--- src/rtl/dpu_pkg.sv ---
// Package for the dual prescaler unit: widths, reset values, power modes.
// Assumes a single clock domain; mode codes are driven by the power manager.
package dpu_pkg;

  // Divider widths
  localparam int unsigned MAIN_WIDTH  = 11;
  localparam int unsigned XTAL_WIDTH  = 5;
  localparam int unsigned XTAL_PREDIV = 8;
  localparam int unsigned PREDIV_BITS = 3;

  // Reset values of both counters and the predivider, and the last predivider count
  localparam logic [MAIN_WIDTH-1:0]  MAIN_RESET_VAL  = 11'h000;
  localparam logic [XTAL_WIDTH-1:0]  XTAL_RESET_VAL  = 5'h00;
  localparam logic [PREDIV_BITS-1:0] PREDIV_RESET_VAL = 3'h0;
  localparam logic [PREDIV_BITS-1:0] PREDIV_LAST     = 3'h7;

  // Power modes of the MCU
  typedef enum logic [2:0] {
    DPU_MODE_ACTIVE,
    DPU_MODE_STANDBY,
    DPU_MODE_SUBACTIVE,
    DPU_MODE_WATCH,
    DPU_MODE_STOP
  } dpu_mode_t;

endpackage : dpu_pkg

--- src/rtl/dpu_edge_det.sv ---
// Rising-edge detector that turns a slow clock level into a one-cycle pulse.
// Assumes the level input is already synchronous to clk_in.
`timescale 1ns/100ps
module dpu_edge_det (
  // Clock and reset
  input  wire logic clk_in,
  input  wire logic sys_rst_in,
  input  wire logic clk_en_in,
  // Level in, pulse out
  input  wire logic level_in,
  output logic      rise_out
);
  import dpu_pkg::*;

  logic level_q;

  always_ff @(posedge clk_in or posedge sys_rst_in) begin
    if (sys_rst_in) begin
      level_q <= 1'b0;
    end else if (clk_en_in) begin
      level_q <= level_in;
    end
  end

  assign rise_out = clk_en_in & level_in & ~level_q;

endmodule // dpu_edge_det

--- src/rtl/dpu_counter.sv ---
// Generic up-counter with tick enable and synchronous clear.
// Assumes tick and clear are single-cycle qualifiers in the clk_in domain.
`timescale 1ns/100ps
module dpu_counter #(
  parameter int unsigned WIDTH = 11
) (
  // Clock and reset
  input  wire logic             clk_in,
  input  wire logic             sys_rst_in,
  input  wire logic             clk_en_in,
  // Control
  input  wire logic             tick_in,
  input  wire logic             clear_in,
  // Count
  output logic [WIDTH-1:0]      count_out
);
  import dpu_pkg::*;

  // Refused at elaboration, before any logic is built for it
  if (WIDTH < 1 || WIDTH > 32) begin : g_width_check
    $error("dpu_counter: WIDTH out of range");
  end

  logic [WIDTH-1:0] count_q;
  logic [WIDTH-1:0] count_d;

  assign count_d = clear_in ? '0 :
                   tick_in  ? WIDTH'(count_q + 1'b1) : count_q;

  always_ff @(posedge clk_in or posedge sys_rst_in) begin
    if (sys_rst_in) begin
      count_q <= '0;
    end else if (clk_en_in) begin
      count_q <= count_d;
    end
  end

  assign count_out = count_q;

endmodule // dpu_counter

--- src/rtl/dpu_top.sv ---
// Dual prescaler unit: a main divider on the system or subsystem clock tick
// and a crystal divider on the low-speed crystal input divided by eight.
// Assumes all tick and level inputs are synchronous to clk_in; the slow
// clocks arrive as levels or ticks, not as clock ports.
`timescale 1ns/100ps

////////////////////////////////////////////////////////////////////////////////
// Contract
// - Main divider is an 11-bit up-counter whose stages are divided taps.
// - MCU reset clears main divider to zero; counting resumes from zero.
// - Main divider counts continuously except in reset, stop and watch.
// - Main input: system tick in active/standby, subsystem in subactive.
// - Main divider held stopped in MCU reset, stop and watch modes.
// - Crystal divider is 5-bit, fed by crystal input divided by eight.
// - MCU reset clears crystal divider; afterwards it counts continuously.
// - Software can clear the crystal divider without an MCU reset.
// - Crystal divider stops in reset and stop mode, runs in watch mode.
// - Consumers pick taps via own mode registers; external clocks bypass.
// - Time-base use lets software clear crystal divider with its timer.
module dpu_top
  import dpu_pkg::*;
#(
  parameter int unsigned MAIN_W = MAIN_WIDTH,
  parameter int unsigned XTAL_W = XTAL_WIDTH
) (
  // Clock, reset, enable
  input  wire logic              clk_in,
  input  wire logic              sys_rst_in,
  input  wire logic              clk_en_in,
  // Power state and MCU reset
  input  wire dpu_pkg::dpu_mode_t mode_in,
  input  wire logic              mcu_rst_in,
  // Clock sources, as one-cycle ticks of the source clock
  input  wire logic              sys_tick_in,
  input  wire logic              sub_tick_in,
  // Low-speed crystal level, synchronous to clk_in
  input  wire logic              low_speed_crystal_input_in,
  // Software clear of the crystal divider
  input  wire logic              xtal_sw_clr_in,
  // Divider taps
  output logic [MAIN_W-1:0]      main_taps_out,
  output logic [XTAL_W-1:0]      xtal_taps_out,
  // Tick pulses at each crystal divider increment
  output logic                   xtal_tick_out
);

  import dpu_pkg::*;

  // Reset values and taps are sized by the package, so other widths would
  // truncate or pad them silently
  if (MAIN_W != MAIN_WIDTH || XTAL_W != XTAL_WIDTH) begin : g_width_check
    $error("dpu_top: divider widths must match the package");
  end

  //////////////////////////////////////////////////////////////////////////////
  // Mode helpers

  // Subactive only swaps the main source; stop and watch halt it
  function automatic logic main_halted(input dpu_mode_t mode);
    return (mode == DPU_MODE_STOP) || (mode == DPU_MODE_WATCH);
  endfunction

  // Only stop halts the crystal path, so the time base survives watch mode
  function automatic logic xtal_halted(input dpu_mode_t mode);
    return (mode == DPU_MODE_STOP);
  endfunction

  //////////////////////////////////////////////////////////////////////////////
  // Mode decode

  wire main_run;
  wire main_src_tick;
  wire xtal_run;
  wire main_tick;
  wire xtal_edge;
  wire prediv_wrap;
  wire xtal_tick;
  wire xtal_clear;

  // Subactive runs the main divider from the subsystem clock
  assign main_src_tick = (mode_in == DPU_MODE_SUBACTIVE) ? sub_tick_in
                                                          : sys_tick_in;
  // Stop and watch halt the main divider; subactive keeps it running
  assign main_run  = ~mcu_rst_in & ~main_halted(mode_in);
  assign main_tick = main_run & main_src_tick;

  // Watch mode keeps the crystal path alive for the time base
  assign xtal_run  = ~mcu_rst_in & ~xtal_halted(mode_in);

  //////////////////////////////////////////////////////////////////////////////
  // Main divider

  logic [MAIN_W-1:0] main_cnt;

  dpu_counter #(
    .WIDTH (MAIN_W)
  ) u_main (
    .clk_in     (clk_in),
    .sys_rst_in (sys_rst_in),
    .clk_en_in  (clk_en_in),
    .tick_in    (main_tick),
    .clear_in   (mcu_rst_in),
    .count_out  (main_cnt)
  );

  //////////////////////////////////////////////////////////////////////////////
  // Crystal path: edge detect, divide by eight, 5-bit counter

  dpu_edge_det u_xedge (
    .clk_in     (clk_in),
    .sys_rst_in (sys_rst_in),
    .clk_en_in  (clk_en_in),
    .level_in   (low_speed_crystal_input_in),
    .rise_out   (xtal_edge)
  );

  logic [PREDIV_BITS-1:0] prediv_q;
  logic [PREDIV_BITS-1:0] prediv_d;

  // Clearing the predivider too makes a software clear restart a full period
  assign xtal_clear  = mcu_rst_in | xtal_sw_clr_in;
  assign prediv_wrap = (prediv_q == PREDIV_LAST);
  assign xtal_tick   = xtal_run & xtal_edge & prediv_wrap & ~xtal_sw_clr_in;
  assign prediv_d    = xtal_clear ? PREDIV_RESET_VAL :
                       (xtal_run & xtal_edge) ?
                         PREDIV_BITS'(prediv_q + 1'b1) : prediv_q;

  always_ff @(posedge clk_in or posedge sys_rst_in) begin
    if (sys_rst_in) begin
      prediv_q <= PREDIV_RESET_VAL;
    end else if (clk_en_in) begin
      prediv_q <= prediv_d;
    end
  end

  logic [XTAL_W-1:0] xtal_cnt;

  dpu_counter #(
    .WIDTH (XTAL_W)
  ) u_xtal (
    .clk_in     (clk_in),
    .sys_rst_in (sys_rst_in),
    .clk_en_in  (clk_en_in),
    .tick_in    (xtal_tick),
    .clear_in   (xtal_clear),
    .count_out  (xtal_cnt)
  );

  //////////////////////////////////////////////////////////////////////////////
  // Registered tap outputs; consumers select among them themselves

  logic [MAIN_W-1:0] main_taps_q;
  logic [XTAL_W-1:0] xtal_taps_q;
  logic              xtal_tick_q;

  always_ff @(posedge clk_in or posedge sys_rst_in) begin
    if (sys_rst_in) begin
      main_taps_q <= MAIN_RESET_VAL;
      xtal_taps_q <= XTAL_RESET_VAL;
      xtal_tick_q <= 1'b0;
    end else if (clk_en_in) begin
      main_taps_q <= main_cnt;
      xtal_taps_q <= xtal_cnt;
      xtal_tick_q <= xtal_tick;
    end
  end

  assign main_taps_out = main_taps_q;
  assign xtal_taps_out = xtal_taps_q;
  assign xtal_tick_out = xtal_tick_q;

  //////////////////////////////////////////////////////////////////////////////
  // Checks

  chk_main_reset_zero: assert property (
    @(posedge clk_in) disable iff (sys_rst_in)
    (clk_en_in && mcu_rst_in) |=> (main_cnt == MAIN_RESET_VAL))
    else $error("main divider not cleared by MCU reset");

  chk_main_advance: assert property (
    @(posedge clk_in) disable iff (sys_rst_in)
    (clk_en_in && main_tick) |=> (main_cnt == MAIN_W'($past(main_cnt) + 1'b1)))
    else $error("main divider did not advance by one");

  chk_main_halt_mode: assert property (
    @(posedge clk_in) disable iff (sys_rst_in)
    (clk_en_in && !mcu_rst_in &&
     (mode_in == DPU_MODE_STOP || mode_in == DPU_MODE_WATCH))
    |=> $stable(main_cnt))
    else $error("main divider moved in stop or watch");

  chk_main_sub_src: assert property (
    @(posedge clk_in) disable iff (sys_rst_in)
    (clk_en_in && !mcu_rst_in && mode_in == DPU_MODE_SUBACTIVE
     && sub_tick_in) |=> (main_cnt != $past(main_cnt)))
    else $error("subsystem tick ignored in subactive");

  chk_main_no_tick: assert property (
    @(posedge clk_in) disable iff (sys_rst_in)
    (clk_en_in && !mcu_rst_in && mode_in == DPU_MODE_ACTIVE && !sys_tick_in)
    |=> $stable(main_cnt))
    else $error("main divider moved without a tick");

  chk_xtal_sw_clear: assert property (
    @(posedge clk_in) disable iff (sys_rst_in)
    (clk_en_in && xtal_sw_clr_in) |=> (xtal_cnt == XTAL_RESET_VAL
                                       && prediv_q == PREDIV_RESET_VAL))
    else $error("crystal divider not cleared by software");

  chk_xtal_stop_hold: assert property (
    @(posedge clk_in) disable iff (sys_rst_in)
    (clk_en_in && mode_in == DPU_MODE_STOP && !xtal_clear)
    |=> $stable(xtal_cnt) && $stable(prediv_q))
    else $error("crystal divider moved in stop mode");

  chk_xtal_div_eight: assert property (
    @(posedge clk_in) disable iff (sys_rst_in)
    (clk_en_in && xtal_tick) |-> (prediv_q == PREDIV_LAST) ##1
    (xtal_cnt == XTAL_W'($past(xtal_cnt) + 1'b1)))
    else $error("crystal divider not stepped on eighth edge");

  chk_xtal_watch_run: assert property (
    @(posedge clk_in) disable iff (sys_rst_in)
    (clk_en_in && mode_in == DPU_MODE_WATCH && !mcu_rst_in
     && !xtal_sw_clr_in && xtal_edge)
    |=> (prediv_q == PREDIV_BITS'($past(prediv_q) + 1'b1)))
    else $error("crystal predivider stalled in watch mode");

  chk_tap_follow: assert property (
    @(posedge clk_in) disable iff (sys_rst_in)
    clk_en_in |=> (main_taps_q == $past(main_cnt)
                   && xtal_taps_q == $past(xtal_cnt)))
    else $error("tap outputs do not follow counters");

  chk_main_std_src: assert property (
    @(posedge clk_in) disable iff (sys_rst_in)
    (clk_en_in && !mcu_rst_in && mode_in == DPU_MODE_STANDBY
     && sys_tick_in) |=> (main_cnt != $past(main_cnt)))
    else $error("system tick ignored in standby");

  chk_main_sub_gate: assert property (
    @(posedge clk_in) disable iff (sys_rst_in)
    (clk_en_in && !mcu_rst_in && mode_in == DPU_MODE_SUBACTIVE
     && !sub_tick_in) |=> $stable(main_cnt))
    else $error("main divider moved without a subsystem tick");

  chk_main_wrap: assert property (
    @(posedge clk_in) disable iff (sys_rst_in)
    (clk_en_in && main_tick && (&main_cnt)) |=> (main_cnt == '0))
    else $error("main divider did not wrap to zero");

  chk_main_tap_reset: assert property (
    @(posedge clk_in) disable iff (sys_rst_in)
    (clk_en_in && mcu_rst_in) ##1 clk_en_in
    |=> (main_taps_q == MAIN_RESET_VAL))
    else $error("main taps not cleared after MCU reset");

  chk_main_freeze: assert property (
    @(posedge clk_in) disable iff (sys_rst_in)
    !clk_en_in |=> ($stable(main_cnt) && $stable(main_taps_q)))
    else $error("main divider moved while the clock enable was low");

  chk_xtal_reset_zero: assert property (
    @(posedge clk_in) disable iff (sys_rst_in)
    (clk_en_in && mcu_rst_in) |=> (xtal_cnt == XTAL_RESET_VAL
                                   && prediv_q == PREDIV_RESET_VAL))
    else $error("crystal divider not cleared by MCU reset");

  chk_xtal_tap_reset: assert property (
    @(posedge clk_in) disable iff (sys_rst_in)
    (clk_en_in && mcu_rst_in) ##1 clk_en_in
    |=> (xtal_taps_q == XTAL_RESET_VAL))
    else $error("crystal taps not cleared after MCU reset");

  chk_xtal_clr_taps: assert property (
    @(posedge clk_in) disable iff (sys_rst_in)
    (clk_en_in && xtal_sw_clr_in) ##1 clk_en_in
    |=> (xtal_taps_q == XTAL_RESET_VAL))
    else $error("crystal taps not cleared by software");

  chk_xtal_step_only: assert property (
    @(posedge clk_in) disable iff (sys_rst_in)
    (clk_en_in && !xtal_clear && !xtal_tick) |=> $stable(xtal_cnt))
    else $error("crystal divider moved between eighth edges");

  chk_prediv_edge_only: assert property (
    @(posedge clk_in) disable iff (sys_rst_in)
    (clk_en_in && !xtal_clear && !xtal_edge) |=> $stable(prediv_q))
    else $error("crystal predivider moved without an edge");

  chk_xtal_watch_step: assert property (
    @(posedge clk_in) disable iff (sys_rst_in)
    (clk_en_in && mode_in == DPU_MODE_WATCH && !mcu_rst_in
     && !xtal_sw_clr_in && xtal_edge && prediv_q == PREDIV_LAST)
    |=> (xtal_cnt == XTAL_W'($past(xtal_cnt) + 1'b1)))
    else $error("crystal divider stalled in watch mode");

  chk_xtal_freeze: assert property (
    @(posedge clk_in) disable iff (sys_rst_in)
    !clk_en_in |=> ($stable(xtal_cnt) && $stable(prediv_q)
                    && $stable(xtal_taps_q)))
    else $error("crystal path moved while the clock enable was low");

  chk_tick_follow: assert property (
    @(posedge clk_in) disable iff (sys_rst_in)
    clk_en_in |=> (xtal_tick_q == $past(xtal_tick)))
    else $error("crystal tick output does not follow the increment");

  chk_tick_single: assert property (
    @(posedge clk_in) disable iff (sys_rst_in)
    (clk_en_in && xtal_tick_q) |=> !xtal_tick_q)
    else $error("crystal tick output longer than one cycle");

endmodule // dpu_top

--- config.mk ---
export PLATFORM = sky130hd
export DESIGN_NAME = dpu_top
export DESIGN_NICKNAME = d
export VERILOG_FILES = /design/src/rtl/dpu_pkg.sv /design/src/rtl/dpu_edge_det.sv /design/src/rtl/dpu_counter.sv /design/src/rtl/dpu_top.sv
export SDC_FILE = /design/constraint.sdc
export NUM_CORES = 1
export LEC_CHECK = 0
export BUFFER_PORTS_ARGS = -buffer_cell sky130_fd_sc_hd__buf_2
export CAP_MARGIN = 5
export CORE_ASPECT_RATIO = 0.75
export CORE_UTILIZATION = 35
export DETAILED_ROUTE_END_ITERATION = 8
export SYNTH_ARGS = -nofsm -noshare
export SYNTH_HDL_FRONTEND = slang
export SYNTH_SLANG_ARGS = --single-unit
--- constraint.sdc ---
create_clock -name clk_in -period 2.6 [get_ports clk_in]
set_input_delay 0.26 -clock clk_in [delete_from_list [all_inputs] [get_ports clk_in]]
set_output_delay 0.26 -clock clk_in [all_outputs]
set_load 0.02 [all_outputs]
# Word level (Yosys, flattened, before mapping)

Cells that the tools add are included.

Equality and inequality tests: 4
Multiplexer cells: 7
Bitwise logic cells: 14
Add/subtract/negate cells: 3
Reductions and logical operators: 7

Operators by type and width:

| cell                                                                  | count |
|---|---|
| 11-bit two-way mux                                                    | 2 |
| 11-bit by 1-bit adder with 11-bit output, second input constant       | 1 |
| 5-bit two-way mux                                                     | 2 |
| 1-bit AND                                                             | 8 |
| 3-bit by 2-bit equality test with 1-bit output, second input constant | 2 |
| 3-bit equality test, second input constant                            | 2 |
| 3-bit two-way mux                                                     | 2 |
| 2-bit AND reduction                                                   | 3 |
| 2-bit nonzero test                                                    | 3 |
| 5-bit by 1-bit adder with 5-bit output, second input constant         | 1 |
| 1-bit NOT                                                             | 5 |
| 3-bit by 1-bit adder with 3-bit output, second input constant         | 1 |
| 1-bit logical OR                                                      | 1 |
| 1-bit two-way mux                                                     | 1 |
| 1-bit OR                                                              | 1 |

Output and inout port bits: 17
Logic and storage cells: 42
Bits in registers: 37

# Logic depth before layout (Yosys ltp)

Depth in word-level cells: 8
Gate-level depth with buffers: 6
Gate-level depth less buffers: 5

# Hierarchy

Synthesis repeated with hierarchy kept, for this count alone.

Cell total of the unflattened synthesis: 161
Area, all modules: 1850.5 um2

By module, submodules not included:

| module               | cells each | seq. area each (um2) | area an instance (um2) | instances |
|---|---|---|---|---|
| dpu_top              | 60         | 500.5                | 889.6                  | 1 |
| dpu_counter (u_main) | 70         | 275.3                | 641.9                  | 1 |
| dpu_counter (u_xtal) | 27         | 125.1                | 265.3                  | 1 |
| dpu_edge_det         | 4          | 25.0                 | 53.8                   | 1 |

# Least setup slack after synthesis

Ideal clock, no wire load.

Kind: register -> register
Start: reg u_main.count_q[0] (netlist: u_main.count_out[0])
End: reg u_main.count_q[8] (netlist: u_main.count_out[8])
Setup time: 0.073 ns
Data arrival time: 1.615 ns
Slack: 0.912 ns
Cell stages (with the launch flop): 6
Period minus slack after synthesis: 1.688 ns
Path buffers: 0
Cells stage by stage: dfrtp_1 ha_1 nand3_1 or3_1 or4_1 a21oi_2

Longest elaborated chain between the ends: 3

Ends and longest elaborated chain:

| what                                     | line              | RTL |
|---|---|---|
| from (decl)                              | dpu_counter.sv:24 | `logic [WIDTH-1:0] count_q;` |
| from (signal assigned)                   | dpu_counter.sv:34 | `count_q <= count_d;` |
| 11-bit by 1-bit adder with 11-bit output | dpu_counter.sv:28 | `tick_in ? WIDTH'(count_q + 1'b1) : count_q;` |
| 11-bit two-way mux                       | dpu_counter.sv:28 |  |
| 11-bit two-way mux                       | dpu_counter.sv:27 | `assign count_d = clear_in ? '0 :` |

No other way between the ends. The select of a mux whose other input is x is not followed.
A chain may end at the register's enable or synchronous reset.

# Final worst setup path

Start: reg u_main.count_q[1] (netlist: u_main.count_out[1])
End: reg u_main.count_q[8] (netlist: u_main.count_out[8])

The elaborated chain is that of the path after synthesis.

==> results.yml <==
grt:
  grt_pass1_wl_mm: 6.75
  antenna_found_initial: 0
  grt_overflow: 0
  grt_use_total_pct: 16.0
  grt_max_degree: 38
  grt_pass1_vias: 1348
yosys:
  synth_compound_area_share_pct: 14.3
  syn_inst: 154
  async_flop_share_pct: 100
  yosysWarnings: 0
  synth_edf_count: 0
  synth-seq-cells: 37
  synthesis.area_sq_um: 1800
  synth_cell_type_count: 46
  synth_top_family_by_area: "simple AND/OR/NAND/NOR gates"
  syn_avg_cell_area_sq_um: 11.7
  yosysTopAreaCellShare_pct: 51.4
  synth_most_common_cell: "dfrtp_1"
  synthAdderAreaFrac_pct: 2.78
  synth_seq_area_share_pct: 51.4
  synthMuxAreaShare_pct: 11.5
  synth_area_leaders: "dfrtp_1, mux2_2, nand3_1"
  synth_ff_type: "dfrtp_1"
  synth-xor-area-share_pct: 0.486
  syn-num-nets: 169
  yosys-top-cells-count: "dfrtp_1, mux2_2, nand3_1, nand2_1, o21ai_0"
  yosysTopAreaCell: "dfrtp_1"
  synthSimpleGateAreaFrac_pct: 16.4
routing:
  drtAntennaViolNets: 0
  vias: 1372
  dr.pass1.iters: 6
  drt-total-wl_mm: 3.95
  drtIter0Drc: 182
  wire_per_inst_um: 16.2
  vias_per_cell: 5.62
  drt_drc_violations_left: 4
die:
  rows: 22
  die-area_sq_um: 5450
  die_height_um: 64.2
  start_util_pct: 36.6
  die_w_um: 84.9
  pin_count: 28
  core_sq_um: 4930
run_status:
  violations: "design-rule violations"
  status: "finished with violations"
sta:
  setup_viol: 0
  timing.final.crit_period_ns: 1.92
  clock.fmax_mhz: 520
  finalCritPeriodShare_pct: 74.0
  slew_headroom_pct: 59.8
  finalSetupTns_ns: 0
  worstMarginPinSlew_ns: 0.603
  finClkSkew_ns: 0.00508
  hold_violations: 0
  worst_hold_slack_ns: 0.0676
  slew_viol_final: 0
  rsz0062_at_grt: "false"
  setup_ws_ns: 0.676
run:
  cap_violations: 0
clock_tree:
  cts_max_level: 2
  cts_root_buffer: "clkbuf_8"
  clkTransAtPathRegs_ns: 0.07
  cts_sinks: 37
  cts_buffers: 5
  cts_setup_buffers: 0
  hold_buffers: 0
  ctsResizeCount: 0
  clockBufferDepth: 2
  insertion_delay_ns: 0.28
  cts_tree: "yes"
placed_design:
  port_buffers: 27
  dp_slack_ns: 0.691
  dpl.hpwl_mm: 2.81
  gp_congestion: 0.772
critical_path:
  critPathSlowestCell: "or4_1"
  max_stage_delay_ns: 0.46
  required_ns: 2.82
  path_cells: "ha_1 > nand3_1 > or3_1 > or4_1 > a21oi_2"
  crit_type: "reg2reg"
  cp.arrival_ns: 2.14
  critPathTopFamily: "simple AND/OR/NAND/NOR gates"
  end_kind: "register"
  critPathMaxFanout: 6
  cp.buffers_inverters: 0
  critPathLaunchType: "register"
pwr:
  power_density_nw_per_um2: 612
  ir_worst_vdd_mv: 0.232
  leakage_nw: 1.02
layout:
  antenna_cells: 0
  syn_to_final_growth_pct: 16.6
  utilization_pct: 42.7
  fin_nets: 198
  drive_gt1_share_pct: 32.6
worst_hold_path:
  hold_path.class: "in2async"
-- placed cells by master, fill, tap and decap left out, drive strengths merged, types with 2 or more instances in the layout --
master	count
and3	3
a22o	2
nand2	10
a21oi	4
o31ai	5
o41ai	4
inv	3
dfrtp	37
clkbuf	7
or4	3
o311ai	3
or3	2
ha	4
nor2	2
nand4	4
buf	29
nand3	12
o21ai	8
nand2b	3
mux2	18
-- area by class of cell --
class,count,area (sq um)
Clock buffer,7,86.3
Clock inverter,1,30.0
Inverter,4,15.0
Fill cell,490,2830
Tap cell,60,75.1
Timing Repair Buffer,29,150
Sequential cell,37,926
Multi-Input combinational cell,106,820
-- flip-flops by register name, indices dropped and copies added (netlist names) --
name and flops:
xtal_tick_out 1, u_xedge.level_q 1, u_xtal.count_out 5, xtal_taps_out 5, u_main.count_out 11, main_taps_out 11
prediv_q 3
-- cell families after synthesis --
kind of cell	Yosys count
xor gates and xnor gates	1
and+or+nand+nor	50
buffers and inverters	11
AOI/OAI and AO/OA	33
adders and majority gates	4
DFF	37
muxes	18
-- power breakdown --
group	total, W	internal (W)	switching, W
Clock	0.000508	0.000313	0.000196
Combinational	0.000145	0.0000582	0.0000867
Sequential	0.000634	0.000604	0.0000297
Total	0.00129	0.000975	0.000312
-- path summary, 6_finish.rpt --
kind                                                 start                               to  slack, ns  cells past startpoint
setup / recovery           u_main.count_out[1]$_DFFE_PP0P_  u_main.count_out[8]$_DFFE_PP0P_       0.68                      5
hold / removal                                  sys_rst_in     xtal_taps_out[2]$_DFFE_PP0P_       0.07                      3
max in group asynchronous                       sys_rst_in     main_taps_out[9]$_DFFE_PP0P_       2.19                      3
setup reg to reg           u_main.count_out[1]$_DFFE_PP0P_  u_main.count_out[8]$_DFFE_PP0P_       0.68                      5
min in group clk_in             low_speed_crystal_input_in      u_xedge.level_q$_DFFE_PP0P_       0.22                      2
hold reg to reg                u_xedge.level_q$_DFFE_PP0P_      u_xedge.level_q$_DFFE_PP0P_       0.50                      1
-- worst register-to-register path, stage by stage, from the launching register on --
cell,delay [ns]
dfrtp_1,0.45
ha_1,0.24
nand3_1,0.14
or3_1,0.41
or4_1,0.46
a21oi_2,0.15
-- per-layer routing --
layer  wire (um)  global-route usage, %  up-vias  part of all wire, %
met1        2010                   22.0      677                   51
li1            -                      -      647                    -
met5           0                      0        -                    0
met2        1690                   24.2       39                   43
met4          56                   5.30        0                  1.4
met3         192                   4.65        9                  4.9
-- through the flow --
stage,cell area [sq um],total power (W),std cells
final,2100,0.00129,244
after global placement,1990,0.000782,236
after detailed placement,1990,0.000790,236
after global routing,2100,0.00134,244
after floorplan,1800,0.000741,154
after CTS,2100,0.00130,244
No activity file was read; power rests on OpenSTA's default activity.
